**config.mk**
```make
export PLATFORM = sky130hd
export DESIGN_NAME = cac_clock_ctrl
export DESIGN_NICKNAME = d
export VERILOG_FILES = /design/src/cac_pkg.sv /design/src/cac_clock_ctrl.sv /design/src/cac_divider.sv
export SDC_FILE = /design/constraint.sdc
export NUM_CORES = 1
export LEC_CHECK = 0
export BUFFER_PORTS_ARGS = -buffer_cell sky130_fd_sc_hd__buf_2
export CAP_MARGIN = 10
export CORE_MARGIN = 3
export CORE_UTILIZATION = 63
export CTS_BUF_LIST = sky130_fd_sc_hd__clkbuf_4 sky130_fd_sc_hd__clkbuf_8
export DETAILED_ROUTE_END_ITERATION = 10
export PLACE_DENSITY = 0.83
export SLEW_MARGIN = 25
export SYNTH_ARGS = -nofsm -noshare
export SYNTH_HDL_FRONTEND = slang
export SYNTH_SLANG_ARGS = --single-unit
```
**constraint.sdc**
```tcl
create_clock -name clk_sys -period 5.1 [get_ports clk_sys]
set_input_delay 0.255 -clock clk_sys [delete_from_list [all_inputs] [get_ports clk_sys]]
set_output_delay 0.255 -clock clk_sys [all_outputs]
set_load 0.005 [all_outputs]
```
**src/cac_pkg.sv**
```systemverilog
package cac_pkg;
   // ---------------------------------------------------------------
   // Register map
   // ---------------------------------------------------------------
   localparam logic [7:0] CAC_ADDR_GCO_SRC = 8'h46;
   localparam logic [7:0] CAC_ADDR_GCO_DIV = 8'h47;
   localparam logic [7:0] CAC_ADDR_AUX_CFG = 8'h49;
   localparam logic [7:0] CAC_ADDR_STATUS = 8'h4A;
   localparam logic [7:0] CAC_RST_GCO_SRC = 8'h00;
   localparam logic [7:0] CAC_RST_GCO_DIV = 8'h01;
   localparam logic [7:0] CAC_RST_AUX_CFG = 8'h00;
   localparam logic [7:0] CAC_SRC_FIELD_MASK = 8'h07;
   // ---------------------------------------------------------------
   // Field positions
   // ---------------------------------------------------------------
   localparam int CAC_DIV_EN_BIT = 7;
   localparam int CAC_FREQ_LSB = 6;
   localparam int CAC_SRC_AUTO_DIS_BIT = 5;
   localparam int CAC_SRC_MAN_SEL_BIT = 4;
   localparam int CAC_EN_AUTO_DIS_BIT = 3;
   localparam int CAC_MAN_EN_BIT = 2;
   localparam int CAC_MAN_DIV_LSB = 0;
   // ---------------------------------------------------------------
   // Source codes and ratios
   // ---------------------------------------------------------------
   localparam logic [2:0] CAC_SRC_PLL = 3'h0;
   localparam logic [2:0] CAC_SRC_BCLK_PRI = 3'h1;
   localparam logic [2:0] CAC_SRC_BCLK_SEC = 3'h2;
   localparam logic [2:0] CAC_SRC_CTRL_CLK = 3'h3;
   localparam logic [2:0] CAC_SRC_OSC = 3'h4;
   localparam logic [2:0] CAC_SRC_DSP = 3'h5;
   localparam int CAC_NUM_PINS = 7;
   localparam int CAC_PIN_AUDIO = 6;
   localparam logic [7:0] CAC_RATIO_MAX = 8'h80;
   // Auto ratios from a ~12 MHz base: 6, 3, 1.5, 12 MHz
   localparam logic [7:0] CAC_AUTO_RATIO_6M = 8'h02;
   localparam logic [7:0] CAC_AUTO_RATIO_3M = 8'h04;
   localparam logic [7:0] CAC_AUTO_RATIO_1M5 = 8'h08;
   localparam logic [7:0] CAC_AUTO_RATIO_12M = 8'h01;
   typedef enum logic {CAC_IDLE = 1'b0, CAC_RUN = 1'b1} cac_state_e;
endpackage : cac_pkg

```
**src/cac_clock_ctrl.sv**
```systemverilog
`timescale 1ns/10ps
module cac_clock_ctrl
   import cac_pkg::*;
(
   input wire logic clk_sys,
   input wire logic rst,
   input wire logic ce,
   input wire logic reg_wr,
   input wire logic [7:0] reg_addr,
   input wire logic [7:0] reg_wdata,
   output logic [7:0] reg_rdata,
   input wire logic pll_clk,
   input wire logic bclk_primary,
   input wire logic bclk_secondary,
   input wire logic ctrl_clk,
   input wire logic osc_clk,
   input wire logic dsp_clk,
   input wire logic audio_clk,
   input wire logic audio_clk_present,
   input wire logic aux_conv_request,
   output logic general_clock_output,
   output logic aux_conv_clock
);
   // ---------------------------------------------------------------
   // Registers
   // ---------------------------------------------------------------
   logic [7:0] src_cfg;
   logic [7:0] div_cfg;
   logic [7:0] aux_cfg;
   logic [7:0] next_src_cfg;
   logic [7:0] next_div_cfg;
   logic [7:0] next_aux_cfg;
   logic [7:0] next_rdata;
   logic [7:0] status;

   always_comb begin
      next_src_cfg = src_cfg;
      next_div_cfg = div_cfg;
      next_aux_cfg = aux_cfg;
      if (reg_wr) begin
         case (reg_addr)
            CAC_ADDR_GCO_SRC: next_src_cfg = reg_wdata & CAC_SRC_FIELD_MASK;
            CAC_ADDR_GCO_DIV: next_div_cfg = reg_wdata;
            CAC_ADDR_AUX_CFG: next_aux_cfg = reg_wdata;
            default: ;
         endcase
      end
      case (reg_addr)
         CAC_ADDR_GCO_SRC: next_rdata = src_cfg;
         CAC_ADDR_GCO_DIV: next_rdata = div_cfg;
         CAC_ADDR_AUX_CFG: next_rdata = aux_cfg;
         CAC_ADDR_STATUS: next_rdata = status;
         default: next_rdata = 8'h00;
      endcase
   end

   always_ff @(posedge clk_sys) begin
      if (rst) begin
         src_cfg <= CAC_RST_GCO_SRC;
         div_cfg <= CAC_RST_GCO_DIV;
         aux_cfg <= CAC_RST_AUX_CFG;
         reg_rdata <= 8'h00;
      end else if (ce) begin
         src_cfg <= next_src_cfg;
         div_cfg <= next_div_cfg;
         aux_cfg <= next_aux_cfg;
         reg_rdata <= next_rdata;
      end
   end

   // ---------------------------------------------------------------
   // Pin synchronisers
   // ---------------------------------------------------------------
   logic [CAC_NUM_PINS-1:0] pins;
   logic [CAC_NUM_PINS-1:0] sync1;
   logic [CAC_NUM_PINS-1:0] sync2;
   assign pins = {audio_clk, dsp_clk, osc_clk, ctrl_clk, bclk_secondary, bclk_primary, pll_clk};

   genvar gi;
   generate
      for (gi = 0; gi < CAC_NUM_PINS; gi++) begin : g_sync
         always_ff @(posedge clk_sys) begin
            if (rst) begin
               sync1[gi] <= 1'b0;
               sync2[gi] <= 1'b0;
            end else if (ce) begin
               sync1[gi] <= pins[gi];
               sync2[gi] <= sync1[gi];
            end
         end
      end
   endgenerate

   // ---------------------------------------------------------------
   // Clock output path
   // ---------------------------------------------------------------
   logic [2:0] act_sel;
   logic [2:0] next_act_sel;
   logic gco_src;
   logic [7:0] gco_ratio;
   logic gco_run;
   logic gco_wrap;
   logic gco_q;
   logic gco_en;

   assign gco_ratio = (div_cfg[6:0] == 7'h00) ? CAC_RATIO_MAX : {1'b0, div_cfg[6:0]};

   always_comb begin
      // swap only while stopped, a live swap can cut a level short
      next_act_sel = act_sel;
      if (!gco_run) begin
         next_act_sel = src_cfg[2:0];
      end
      // enable bit, held off until a pending swap is done
      gco_en = div_cfg[CAC_DIV_EN_BIT] && (act_sel == src_cfg[2:0]);
      // source mux, reserved codes give no clock
      if (act_sel <= CAC_SRC_DSP) begin
         gco_src = sync2[act_sel];
      end else begin
         gco_src = 1'b0;
      end
   end

   always_ff @(posedge clk_sys) begin
      if (rst) begin
         act_sel <= CAC_SRC_PLL;
      end else if (ce) begin
         act_sel <= next_act_sel;
      end
   end

   cac_divider u_gco_div (
      .clk_sys(clk_sys),
      .rst(rst),
      .ce(ce),
      .src_lvl(gco_src),
      .enable(gco_en),
      .ratio(gco_ratio),
      .div_out(gco_q),
      .running(gco_run),
      .wrap(gco_wrap)
   );

   // ---------------------------------------------------------------
   // Auxiliary converter clock path
   // ---------------------------------------------------------------
   logic aux_use_osc;
   logic aux_en;
   logic [7:0] aux_ratio;
   logic [7:0] aux_auto_ratio;
   logic aux_src;
   logic aux_run;
   logic aux_wrap;
   logic aux_q;
   logic aux_sel_q;
   logic next_aux_sel;
   logic aux_div_en;

   always_comb begin
      if (!aux_cfg[CAC_SRC_AUTO_DIS_BIT]) begin
         aux_use_osc = !audio_clk_present;
      end else begin
         aux_use_osc = aux_cfg[CAC_SRC_MAN_SEL_BIT];
      end
      aux_en = aux_cfg[CAC_EN_AUTO_DIS_BIT] ? aux_cfg[CAC_MAN_EN_BIT] : aux_conv_request;
      case (aux_cfg[CAC_FREQ_LSB +: 2])
         2'h0: aux_auto_ratio = CAC_AUTO_RATIO_6M;
         2'h1: aux_auto_ratio = CAC_AUTO_RATIO_3M;
         2'h2: aux_auto_ratio = CAC_AUTO_RATIO_1M5;
         default: aux_auto_ratio = CAC_AUTO_RATIO_12M;
      endcase
      if (aux_cfg[CAC_EN_AUTO_DIS_BIT]) begin
         aux_ratio = 8'h01 << aux_cfg[CAC_MAN_DIV_LSB +: 2];
      end else begin
         aux_ratio = aux_auto_ratio;
      end
      // aux source swaps only while stopped
      next_aux_sel = !aux_run ? aux_use_osc : aux_sel_q;
      aux_div_en = aux_en && (aux_sel_q == aux_use_osc);
      aux_src = aux_sel_q ? sync2[CAC_SRC_OSC] : sync2[CAC_PIN_AUDIO];
   end

   always_ff @(posedge clk_sys) begin
      if (rst) begin
         aux_sel_q <= 1'b0;
      end else if (ce) begin
         aux_sel_q <= next_aux_sel;
      end
   end

   cac_divider u_aux_div (
      .clk_sys(clk_sys),
      .rst(rst),
      .ce(ce),
      .src_lvl(aux_src),
      .enable(aux_div_en),
      .ratio(aux_ratio),
      .div_out(aux_q),
      .running(aux_run),
      .wrap(aux_wrap)
   );

   // Status: outputs come from the divider flops directly
   assign status = {3'h0, gco_run, aux_run, aux_sel_q, aux_en, aux_use_osc};
   assign general_clock_output = gco_q;
   assign aux_conv_clock = aux_q;

   // ---------------------------------------------------------------
   // Checks
   // ---------------------------------------------------------------
   a_div_zero_max: assert property (@(posedge clk_sys) disable iff (rst)
      div_cfg[6:0] == 7'h00 |-> gco_ratio == 8'h80) else $error("code zero not 128");
   a_src_osc_pick: assert property (@(posedge clk_sys) disable iff (rst)
      act_sel == 3'h4 |-> gco_src == sync2[4]) else $error("oscillator source wrong");
   a_src_reserved: assert property (@(posedge clk_sys) disable iff (rst)
      act_sel > 3'h5 |-> !gco_src) else $error("reserved source passes clock");
   a_aux_auto_src: assert property (@(posedge clk_sys) disable iff (rst)
      !aux_cfg[5] |-> aux_use_osc == !audio_clk_present) else $error("auto source wrong");
   a_aux_man_src: assert property (@(posedge clk_sys) disable iff (rst)
      aux_cfg[5] |-> aux_use_osc == aux_cfg[4]) else $error("manual source wrong");
   a_aux_auto_en: assert property (@(posedge clk_sys) disable iff (rst)
      !aux_cfg[3] |-> aux_en == aux_conv_request) else $error("auto enable wrong");
   a_aux_man_en: assert property (@(posedge clk_sys) disable iff (rst)
      aux_cfg[3] |-> aux_en == aux_cfg[2]) else $error("manual enable wrong");
   a_aux_man_div: assert property (@(posedge clk_sys) disable iff (rst)
      (aux_cfg[3] && aux_cfg[1:0] == 2'h3) |-> aux_ratio == 8'h08) else $error("div 8 wrong");
   a_aux_freq_mode: assert property (@(posedge clk_sys) disable iff (rst)
      (!aux_cfg[3] && aux_cfg[7:6] == 2'h1) |-> aux_ratio == 8'h04) else $error("3 MHz wrong");
   a_gco_off: assert property (@(posedge clk_sys) disable iff (rst)
      (!div_cfg[7] && !gco_run && ce) |=> !general_clock_output)
      else $error("clock output toggles while disabled");
   c_gco_run: cover property (@(posedge clk_sys) disable iff (rst) gco_run && gco_wrap);
   c_aux_osc: cover property (@(posedge clk_sys) disable iff (rst) aux_run && aux_sel_q);
   c_aux_audio: cover property (@(posedge clk_sys) disable iff (rst) aux_run && !aux_sel_q);
endmodule : cac_clock_ctrl

```
**src/cac_divider.sv**
```systemverilog
`timescale 1ns/10ps
module cac_divider
   import cac_pkg::*;
(
   input wire logic clk_sys,
   input wire logic rst,
   input wire logic ce,
   input wire logic src_lvl,
   input wire logic enable,
   input wire logic [7:0] ratio,
   output logic div_out,
   output logic running,
   output logic wrap
);
   cac_state_e state;
   cac_state_e next_state;
   logic prev;
   logic [7:0] cnt;
   logic [7:0] next_cnt;
   logic [7:0] act;
   logic [7:0] next_act;
   logic next_out;
   logic next_wrap;
   logic rise;
   logic boundary;

   assign running = (state == CAC_RUN);
   assign rise = src_lvl & ~prev;
   assign boundary = rise && (cnt == act - 8'h01);

   always_comb begin
      next_state = state;
      next_cnt = cnt;
      next_act = act;
      next_wrap = 1'b0;
      if (state == CAC_IDLE) begin
         // Start aligned to a source edge
         if (enable && rise) begin
            next_state = CAC_RUN;
            next_act = ratio;
            next_cnt = 8'h00;
         end
      end else if (boundary) begin
         next_wrap = 1'b1;
         next_cnt = 8'h00;
         if (enable) begin
            next_act = ratio;
         end else begin
            next_state = CAC_IDLE;
         end
      end else if (rise) begin
         next_cnt = cnt + 8'h01;
      end
      if (next_state == CAC_IDLE) begin
         next_out = 1'b0;
      end else if (next_act == 8'h01) begin
         next_out = src_lvl;
      end else begin
         next_out = next_cnt < ((next_act + 8'h01) >> 1);
      end
   end

   always_ff @(posedge clk_sys) begin
      if (rst) begin
         state <= CAC_IDLE;
         prev <= 1'b0;
         cnt <= 8'h00;
         act <= 8'h01;
         div_out <= 1'b0;
         wrap <= 1'b0;
      end else if (ce) begin
         state <= next_state;
         prev <= src_lvl;
         cnt <= next_cnt;
         act <= next_act;
         div_out <= next_out;
         wrap <= next_wrap;
      end
   end

   a_idle_out_low: assert property (@(posedge clk_sys) disable iff (rst)
      !running |-> !div_out) else $error("divided output high while idle");
   a_ratio_at_wrap: assert property (@(posedge clk_sys) disable iff (rst)
      ($past(running) && running && act != $past(act)) |-> wrap)
      else $error("ratio changed mid-period");
   a_disabled_stays: assert property (@(posedge clk_sys) disable iff (rst)
      (!running && !enable) |=> !running) else $error("divider started while disabled");
   c_div_wrap: cover property (@(posedge clk_sys) disable iff (rst) wrap && act > 8'h02);
endmodule : cac_divider

```
Word-level counts from Yosys, hierarchy flattened
Cells that the tools add are included.
{"block": "word_totals", "ff_bits": 83, "inputBits": 29, "word_cells": 111}
{"block": "classes", "n_addsub": 6, "magnitude_cmp": 4, "eq_ne": 12, "n_shift": 1, "muxes": 38, "bitwise": 6, "reduce_logical": 14}
{"op": "2-to-1 mux 8 bit", "count": 18}
{"op": "adder 8 x 1 -> 8 bit (second input constant)", "count": 4}
{"op": "== test 8 x 7 -> 1 bit (second input constant)", "count": 4}
{"op": "one-hot mux 8 bit (4 select lines)", "count": 1}
{"op": "2-to-1 mux 1 bit", "count": 17}
{"op": "== test 8 x 1 -> 1 bit (second input constant)", "count": 2}
{"op": "== test 8 bit", "count": 2}
{"op": "< comparator 8 x 7 -> 1 bit", "count": 2}
{"op": "subtractor 8 x 1 -> 8 bit (second input constant)", "count": 2}
{"op": "one-hot mux 4 bit (3 select lines)", "count": 1}
{"op": "AND reduction 3 bit", "count": 3}
{"op": "<< shifter 1 x 2 -> 8 bit (first input constant)", "count": 1}
{"op": "zero test 7 bit", "count": 1}
{"op": "logical AND 1 bit", "count": 6}
{"op": "< comparator 3 x 4 -> 1 bit (second input constant)", "count": 1}
{"op": "inverter 1 bit", "count": 4}
{"op": "AND reduction 2 bit", "count": 2}
{"op": "binary-select mux 1 bit (select 3 bit)", "count": 1}
{"op": "== test 3 bit", "count": 1}
{"op": "<= comparator 3 bit (second input constant)", "count": 1}
{"op": "AND 1 bit", "count": 2}
{"op": "== test 2 x 1 -> 1 bit (second input constant)", "count": 1}
{"op": "== test 2 bit (second input constant)", "count": 1}
{"op": "zero test 2 bit", "count": 1}
{"op": "2 further kinds", "count": 2}

Depth between registers and ports, before layout
Gate-level depths: netlist of run 1.
{"block": "logic_depth", "depth_word": 11, "depth_mapped": 21, "depth_no_buf": 19}

Cells and area by module
Synthesis of run 1 repeated with hierarchy kept, for this count alone.
{"block": "unflattened", "hier_cells": 676, "hier_area_um2": 5657.9}
{"mod": "cac_divider", "n_inst": 2, "cells_each": 228, "area_per_inst_um2": 1764.2, "seq_area_each_um2": 400.4}
{"mod": "cac_clock_ctrl", "n_inst": 1, "cells_each": 220, "area_per_inst_um2": 2129.5, "seq_area_each_um2": 900.9}

Worst setup path after synthesis of run 1
No wires, ideal clock.
{"block": "synth_path", "path_type": "register -> register", "start": "register u_aux_div.act[0]", "end": "register u_aux_div.div_out", "arrival_time_ns": 4.113, "setup_slack_ns": 0.912, "stages_incl_launch_ff": 22, "path_buffers": 2, "synth_period_minus_slack_ns": 4.188, "path_cell_list": "dfxtp_1 clkbuf_1 inv_1 ha_1 nor2b_1 or3_1 a31oi_1 o211ai_1 nand2_1 clkbuf_1 a21oi_1 o21ai_0 nand2_1 ha_1 a21o_1 a21o_1 a21o_1 a21o_1 a221o_1 a211oi_1 o2111ai_1 a31oi_1"}
{"block": "synth_between", "elab_cells_between_ends": 16}
{"item": "start, declared", "line": "cac_divider.sv:20", "rtl": "logic [7:0] act;"}
{"item": "start signal, assigned", "line": "cac_divider.sv:75", "rtl": "act <= next_act;"}
{"item": "subtractor 8 x 1 -> 8 bit", "line": "cac_divider.sv:29", "rtl": "assign boundary = rise && (cnt == act - 8'h01);"}
{"item": "== test 8 bit", "line": "cac_divider.sv:29"}
{"item": "logical AND 1 bit", "line": "cac_divider.sv:29"}
{"item": "2-to-1 mux 8 bit", "line": "cac_divider.sv:43", "rtl": "end else if (boundary) begin"}
{"item": "2-to-1 mux 8 bit", "line": "cac_divider.sv:36", "rtl": "if (state == CAC_IDLE) begin"}
{"item": "via u_aux_div.next_cnt[2]", "line": "cac_divider.sv:19", "rtl": "logic [7:0] next_cnt;"}
{"item": "< comparator 8 x 7 -> 1 bit", "line": "cac_divider.sv:59", "rtl": "next_out = next_cnt < ((next_act + 8'h01) >> 1);"}
{"item": "2-to-1 mux 1 bit", "line": "cac_divider.sv:56", "rtl": "end else if (next_act == 8'h01) begin"}
{"item": "2-to-1 mux 1 bit", "line": "cac_divider.sv:54", "rtl": "if (next_state == CAC_IDLE) begin"}
{"item": "end signal, assigned", "line": "cac_divider.sv:76", "rtl": "div_out <= next_out;"}
{"item": "end, declared", "line": "cac_divider.sv:11", "rtl": "output logic div_out,"}
The timed path passes the listed nets, and every way through them passes these cells.
A chain may end at the register's enable or synchronous reset.

Final worst setup path of run 1
Ends and elaborated chain as after synthesis.

==> impl_metrics.json, run 1 <==
{
  "status": "finished, final reports clean",
  "viasPerCell": 6.39,
  "seqCellArea_um2": 1660,
  "crit_family": "compound AO/OA/AOI/OAI gates",
  "gp_congestion": 0.965,
  "vdd_drop_max_v": 0.000191,
  "slowest_stage": "dfxtp_1",
  "cts_setup_buffers": 0,
  "cap_violations": 0,
  "multiInputGateArea_um2": 3460,
  "initial_utilization_pct": 65.3,
  "fill_cells": 691,
  "crit_chain": "inv_1 -> ha_1 -> nor2b_1 -> or3_1 -> a31oi_1 -> o211ai_1 -> nand2_1 -> a21oi_1 -> o21ai_0 -> nand2_1 -> ha_1 -> a21o_1 -> a21o_1 -> a21o_1 -> a21o_1 -> a221o_1 -> a211oi_1 -> o2111ai_1 -> a31oi_1",
  "max_stage_delay_ns": 0.55,
  "coreArea_um2": 8260,
  "drt_iter0_drc": 381,
  "maxSlewViolCount": 0,
  "switching_power_mw": 0.327,
  "grt_max_degree": 84,
  "whs_ns": 0.124,
  "start_kind": "flop",
  "drc": 0,
  "ys_async_sr_fraction_pct": 0,
  "fin_nets": 725,
  "internal_power_mw": 0.875,
  "syn_inst": 679,
  "vias": 5043,
  "drive_gt1_share_pct": 11.4,
  "synth_cell_types": 73,
  "min_period_over_period_pct": 89.8,
  "hold_buffers": 0,
  "yosysSeqAreaShare_pct": 30.8,
  "final_util_pct": 69.1,
  "grt_util_all_layers_pct": 27.7,
  "synth_nets": 724,
  "required_ns": 5.38,
  "grt_pass1_vias": 4647,
  "finalHoldViolations": 0,
  "end_kind": "flop",
  "use_met3_pct": 4.60,
  "path_clk_slew_ns": 0.09,
  "clock-sinks": 83,
  "numPortBuffers": 38,
  "cts_tree": "built",
  "worstSkewPairLatency_ns": 0.36,
  "cp_common_cell": "a21o_1",
  "wire_per_inst_um": 16.9,
  "tightestPinTransition_ns": 1.03,
  "setup_viol": 0,
  "grt_setup_unrepaired": "false",
  "fin_tns_setup_ns": 0,
  "dominantRegCellSynth": "dfxtp_1",
  "ctsResizeCount": 0,
  "antenna_cells": 0,
  "area_delta_synth_final_pct": 5.78,
  "dp_hpwl_um": 9710,
  "powerDensity_nw_per_um2": 211,
  "row_count": 33,
  "met2_usage_pct": 43.9,
  "min_period_ns": 4.58,
  "power.total_mw": 1.20,
  "fmax_ghz": 0.218,
  "wl_um": 13300,
  "synth_seq_cells": 83,
  "synth_edf_count": 0,
  "grt_remaining_overflow": 0,
  "synth_top_area_share_pct": 30.8,
  "combPwrFrac_pct": 7.7,
  "max_slew_margin_pct": 31.5,
  "grt_use_met1_pct": 38.1,
  "grt-busiest-layer": "met2",
  "p_leak_nw": 2.30,
  "die-area_um2": 9710,
  "worstPathArrival_ns": 4.86,
  "ios": 39,
  "switching_share_pct": 27.2,
  "cts_root_buf": "clkbuf_8",
  "dieHeight_um": 98.5,
  "hold_path.class": "input pin to flop",
  "die_w_um": 98.5,
  "htree_levels": 3,
  "synth_area_leaders": "dfxtp_1, mux2i_1, nor2_1",
  "syn_area_um2": 5390,
  "clock_power_share_pct": 36.5,
  "antenna_found_initial": 0,
  "avgSynthCellArea_um2": 7.94,
  "worstSetupPathType": "flop to flop",
  "fin_skew_ns": 0.0153,
  "ys_warn_count": 0,
  "cts_buffer_depth": 2,
  "yosysTopAreaCell": "dfxtp_1",
  "p_seq_share_pct": 55.7,
  "drtPass1Iterations": 5,
  "grt_pass1_wl_um": 22400,
  "crit_path_max_fanout": 11,
  "cp_num_buf_inv": 1,
  "ant_nets": 0,
  "cts_buffers": 9
}
==> metal layers <==
metal | vias up | routed length, µm
li1 | 2445 | -
met1 | 2329 | 5870
met2 | 231 | 6160
met3 | 38 | 938
met4 | 0 | 338
met5 | - | 0
==> cell families after synthesis <==
logic type               synth area share [%]
adder cells (fa/ha/maj)                  3.71
XOR/XNOR                                 6.66
AO/OA/AOI/OAI                            18.6
AND/OR/NAND/NOR                          25.5
flip-flops                               30.8
buffers and inverters                    5.17
multiplexers                             9.56
==> worst reg2reg max path: cells and delay by family, from the launching register on <==
family	cells	cell delay, ns
and+or+nand+nor	4	0.98
adders and majority gates	2	0.57
AOI/OAI and AO/OA	12	2.30
buffers and inverters	1	0.08
DFF	1	0.55
==> power groups by stage <==
stage          clock network [mW]  logic, mW  registers [mW]
2_1_floorplan                   0     0.0696           0.678
3_3_place_gp                    0     0.0892           0.684
3_5_place_dp                    0     0.0920           0.684
4_1_cts                     0.443     0.0922           0.669
5_1_grt                     0.471      0.104           0.671
6_report                    0.439     0.0932           0.670
==> synth_stat cells (5+ instances only) <==
library cell,number
nor4_1,6
a211oi_1,12
nand4_1,6
mux2i_1,41
nor3_1,14
nand2_1,59
or3_1,15
nand2b_1,6
nand3b_1,5
ha_1,16
mux2_2,7
a222oi_1,5
clkbuf_1,41
a31oi_1,8
nand3_1,26
o21ai_1,5
nor2_1,88
dfxtp_1,83
and3_1,10
inv_1,15
nor3b_1,9
a21o_1,11
o31ai_1,5
o21ai_0,20
a21oi_1,42
xnor2_1,27
nor2b_1,8
xor2_1,14
==> cell usage in the layout, fill, tap and decap left out, types with 3 or more instances in the layout <==
cell type  instances
a211o_1            3
a211oi_1          12
a21o_1            11
a21oi_1           41
a222oi_1           5
a22o_1             4
a22oi_1            4
a31oi_1            8
and3_1            10
and4b_1            3
buf_2             38
buf_4              4
clkbuf_8           9
dfxtp_1           83
ha_1              16
inv_1             15
mux2_2             7
mux2i_1           41
nand2_1           59
nand2b_1           6
nand3_1           26
nand3b_1           5
nand4_1            6
nand4b_1           4
nor2_1            88
nor2b_1            8
nor3_1            14
nor3b_1            8
nor4_1             6
o211ai_1           3
o21ai_0           20
o21ai_1            5
o31ai_1            5
or3_1             15
xnor2_1           27
xor2_1            14
==> cell type report <==
cell class	count	share of cell area, %
multi-input cells	529	60.7
flip-flops and latches	83	29.1
repair buffers	42	3.86
well taps	105	2.30
clock buffers	9	2.17
inverters	15	0.987
clock inverters	6	0.877
==> state kept, by name (all words and copies together), names as in the netlist, 3 cells and up <==
signal	cells
u_gco_div.act	8
act_sel	3
u_aux_div.cnt	8
sync2	7
src_cfg	3
aux_cfg	8
reg_rdata	8
div_cfg	8
u_gco_div.cnt	8
u_aux_div.act	8
sync1	7
==> final timing paths <==
check / slack, ns / cells after the start / from / to
setup / recovery: 0.52 / 19 / u_aux_div.act[0]$_SDFFE_PP1P_ / u_aux_div.div_out$_SDFFE_PP0P_
hold / removal: 0.12 / 3 / bclk_primary / sync1[1]$_SDFFE_PP0P_
hold reg to reg: 0.47 / 2 / reg_rdata[0]$_SDFFE_PP0P_ / reg_rdata[0]$_SDFFE_PP0P_
setup reg to reg: 0.52 / 19 / u_aux_div.act[0]$_SDFFE_PP1P_ / u_aux_div.div_out$_SDFFE_PP0P_
==> per-stage QoR <==
stage | setup WS [ns] | cells | cell area [µm²]
final | 0.518 | 789 | 5710
after global routing | 0.0787 | 789 | 5710
after CTS | 0.544 | 789 | 5700
after detailed placement | 0.636 | 774 | 5520
after global placement | 0.762 | 774 | 5520
after floorplan | 0.912 | 679 | 5390
Note: power is estimated with default switching activity, not from simulation.
==> run 2, diff against run 1 <==
--- a/config.mk
+++ b/config.mk
@@ -7,7 +7,6 @@
 export LEC_CHECK = 0
 export BUFFER_PORTS_ARGS = -buffer_cell sky130_fd_sc_hd__buf_2
 export CAP_MARGIN = 10
-export CORE_MARGIN = 3
 export CORE_UTILIZATION = 63
 export CTS_BUF_LIST = sky130_fd_sc_hd__clkbuf_4 sky130_fd_sc_hd__clkbuf_8
 export DETAILED_ROUTE_END_ITERATION = 10
==> impl_metrics.json, run 2 (synthesized netlist as in run 1, its figures left out) <==
{
  "mostFrequentLayoutCells": "nor2_1, dfxtp_1, nand2_1",
  "final_area_um2": 5740,
  "power.total_mw": 1.27,
  "cap_violations": 0,
  "cts_buffer_depth": 2,
  "antenna_found_initial": 0,
  "post_dp_cell_area_um2": 5520,
  "clock-sinks": 83,
  "ant_nets": 0,
  "hold_buffers": 0,
  "grt_pass1_vias": 4610,
  "fin_nets": 725,
  "max_slew_margin_pct": 36.5,
  "drc": 0,
  "crit_chain": "inv_1 -> ha_1 -> nor2b_1 -> or3_1 -> a31oi_1 -> o211ai_1 -> nand2_1 -> a21oi_1 -> o21ai_0 -> nand2_1 -> ha_1 -> a21o_1 -> a21o_1 -> a21o_1 -> a21o_1 -> a221o_1 -> a211oi_1 -> o2111ai_1 -> a31oi_1",
  "final_common_cell": "nor2_1",
  "cts_tree": "built",
  "viasPerCell": 6.34,
  "initial_utilization_pct": 65.3,
  "wl_um": 13100,
  "drtPass1Iterations": 5,
  "switching_power_mw": 0.331,
  "grt_setup_unrepaired": "false",
  "grt_max_degree": 84,
  "vias": 5012,
  "ios": 39,
  "drt_iter0_drc": 344,
  "tightestPinTransition_ns": 0.946,
  "die_w_um": 94.5,
  "clock_power_share_pct": 39.7,
  "ctsResizeCount": 0,
  "fin_tns_setup_ns": 0,
  "max_stage_delay_ns": 0.55,
  "drive_gt1_share_pct": 11.5,
  "finalHoldViolations": 0,
  "grt_remaining_overflow": 0,
  "wire_per_inst_um": 16.6,
  "min_period_over_period_pct": 87.9,
  "cts_buffers": 9,
  "fmax_ghz": 0.223,
  "grt_pass1_wl_um": 21600,
  "end_kind": "flop",
  "cp_num_buf_inv": 1,
  "worstSetupPathType": "flop to flop",
  "htree_levels": 3,
  "cts_setup_buffers": 0,
  "start_kind": "flop",
  "cp_common_cell": "a21o_1",
  "path_clk_slew_ns": 0.10,
  "crit_family": "compound AO/OA/AOI/OAI gates",
  "numPortBuffers": 38,
  "fin_skew_ns": 0.0133,
  "setup_viol": 0,
  "dp.cells": 774,
  "vdd_drop_max_v": 0.000202,
  "p_leak_nw": 2.31,
  "whs_ns": 0.117,
  "slowest_stage": "dfxtp_1",
  "maxSlewViolCount": 0,
  "fill_cells": 653,
  "powerDensity_nw_per_um2": 221,
  "fin_cells": 790,
  "die-area_um2": 8940,
  "dieHeight_um": 94.5,
  "hold_start": "audio_clk",
  "status": "finished, final reports clean",
  "internal_power_mw": 0.934,
  "r2r_slack_ns": 0.62,
  "required_ns": 5.38,
  "worstSkewPairLatency_ns": 0.36,
  "startpoint": "u_aux_div.act[0]$_SDFFE_PP1P_",
  "min_period_ns": 4.48,
  "hold_path.class": "input pin to flop",
  "p_seq_share_pct": 52.9,
  "gp_congestion": 0.945,
  "dp_hpwl_um": 9360,
  "combPwrFrac_pct": 7.4,
  "row_count": 33,
  "worstPathArrival_ns": 4.76,
  "r2r-start": "u_aux_div.act[0]$_SDFFE_PP1P_",
  "crit_path_max_fanout": 11,
  "area_delta_synth_final_pct": 6.36,
  "grt_util_all_layers_pct": 30.6,
  "cts_root_buf": "clkbuf_8",
  "antenna_cells": 0,
  "switching_share_pct": 26.2,
  "coreArea_um2": 8260
}
[run 2: final cells by class]
type                       instances  area (µm²)  share of cell area [%]
clock inverter                     6        73.8                    1.29
multi-input combinational        529        3460                    60.3
clock buffer                      10         131                    2.29
timing repair buffer              42         220                    3.84
sequential                        83        1660                    29.0
tap                              105         131                    2.29
inverter                          15        56.3                   0.981
[run 2: layer usage]
layer,routed length (µm),track usage (%),vias to the layer above
met3,728,5.88,42
li1,-,-,2453
met1,5910,40.3,2328
met2,6040,48.6,189
met4,409,13.5,0
met5,0,0,-
[run 2: worst paths after layout]
| check | endpoint | cells after the start |
|---|---|---|
| worst max-delay path | u_aux_div.div_out$_SDFFE_PP0P_ | 19 |
| worst min-delay path | sync1[6]$_SDFFE_PP0P_ | 3 |
| worst max register to register | u_aux_div.div_out$_SDFFE_PP0P_ | 19 |
| worst min register to register | reg_rdata[4]$_SDFFE_PP0P_ | 2 |
[run 2: power by group through the flow]
| stage | logic (mW) | clock network, mW | registers, mW |
|---|---|---|---|
| 6_report | 0.0936 | 0.502 | 0.670 |
| 5_1_grt | 0.103 | 0.535 | 0.671 |
| 4_1_cts | 0.0922 | 0.507 | 0.669 |
| 3_5_place_dp | 0.0922 | 0 | 0.684 |
| 3_3_place_gp | 0.0895 | 0 | 0.684 |
| 2_1_floorplan | 0.0696 | 0 | 0.678 |
[run 2: metrics by stage]
stage               worst slack, ns  util, %
finish                        0.619     69.5
global route                  0.229     69.5
CTS                           0.700     69.4
detailed placement            0.727     66.9
global placement              0.827     66.9
floorplan                     0.912        -
[run 2: worst register-to-register path, delay by kind of cell, from the launching register on]
family,cells,cell delay (ns)
AO/OA/AOI/OAI,12,2.26
AND/OR/NAND/NOR,4,0.95
buffers and inverters,1,0.08
adder cells (fa/ha/maj),2,0.57
flip-flops,1,0.55
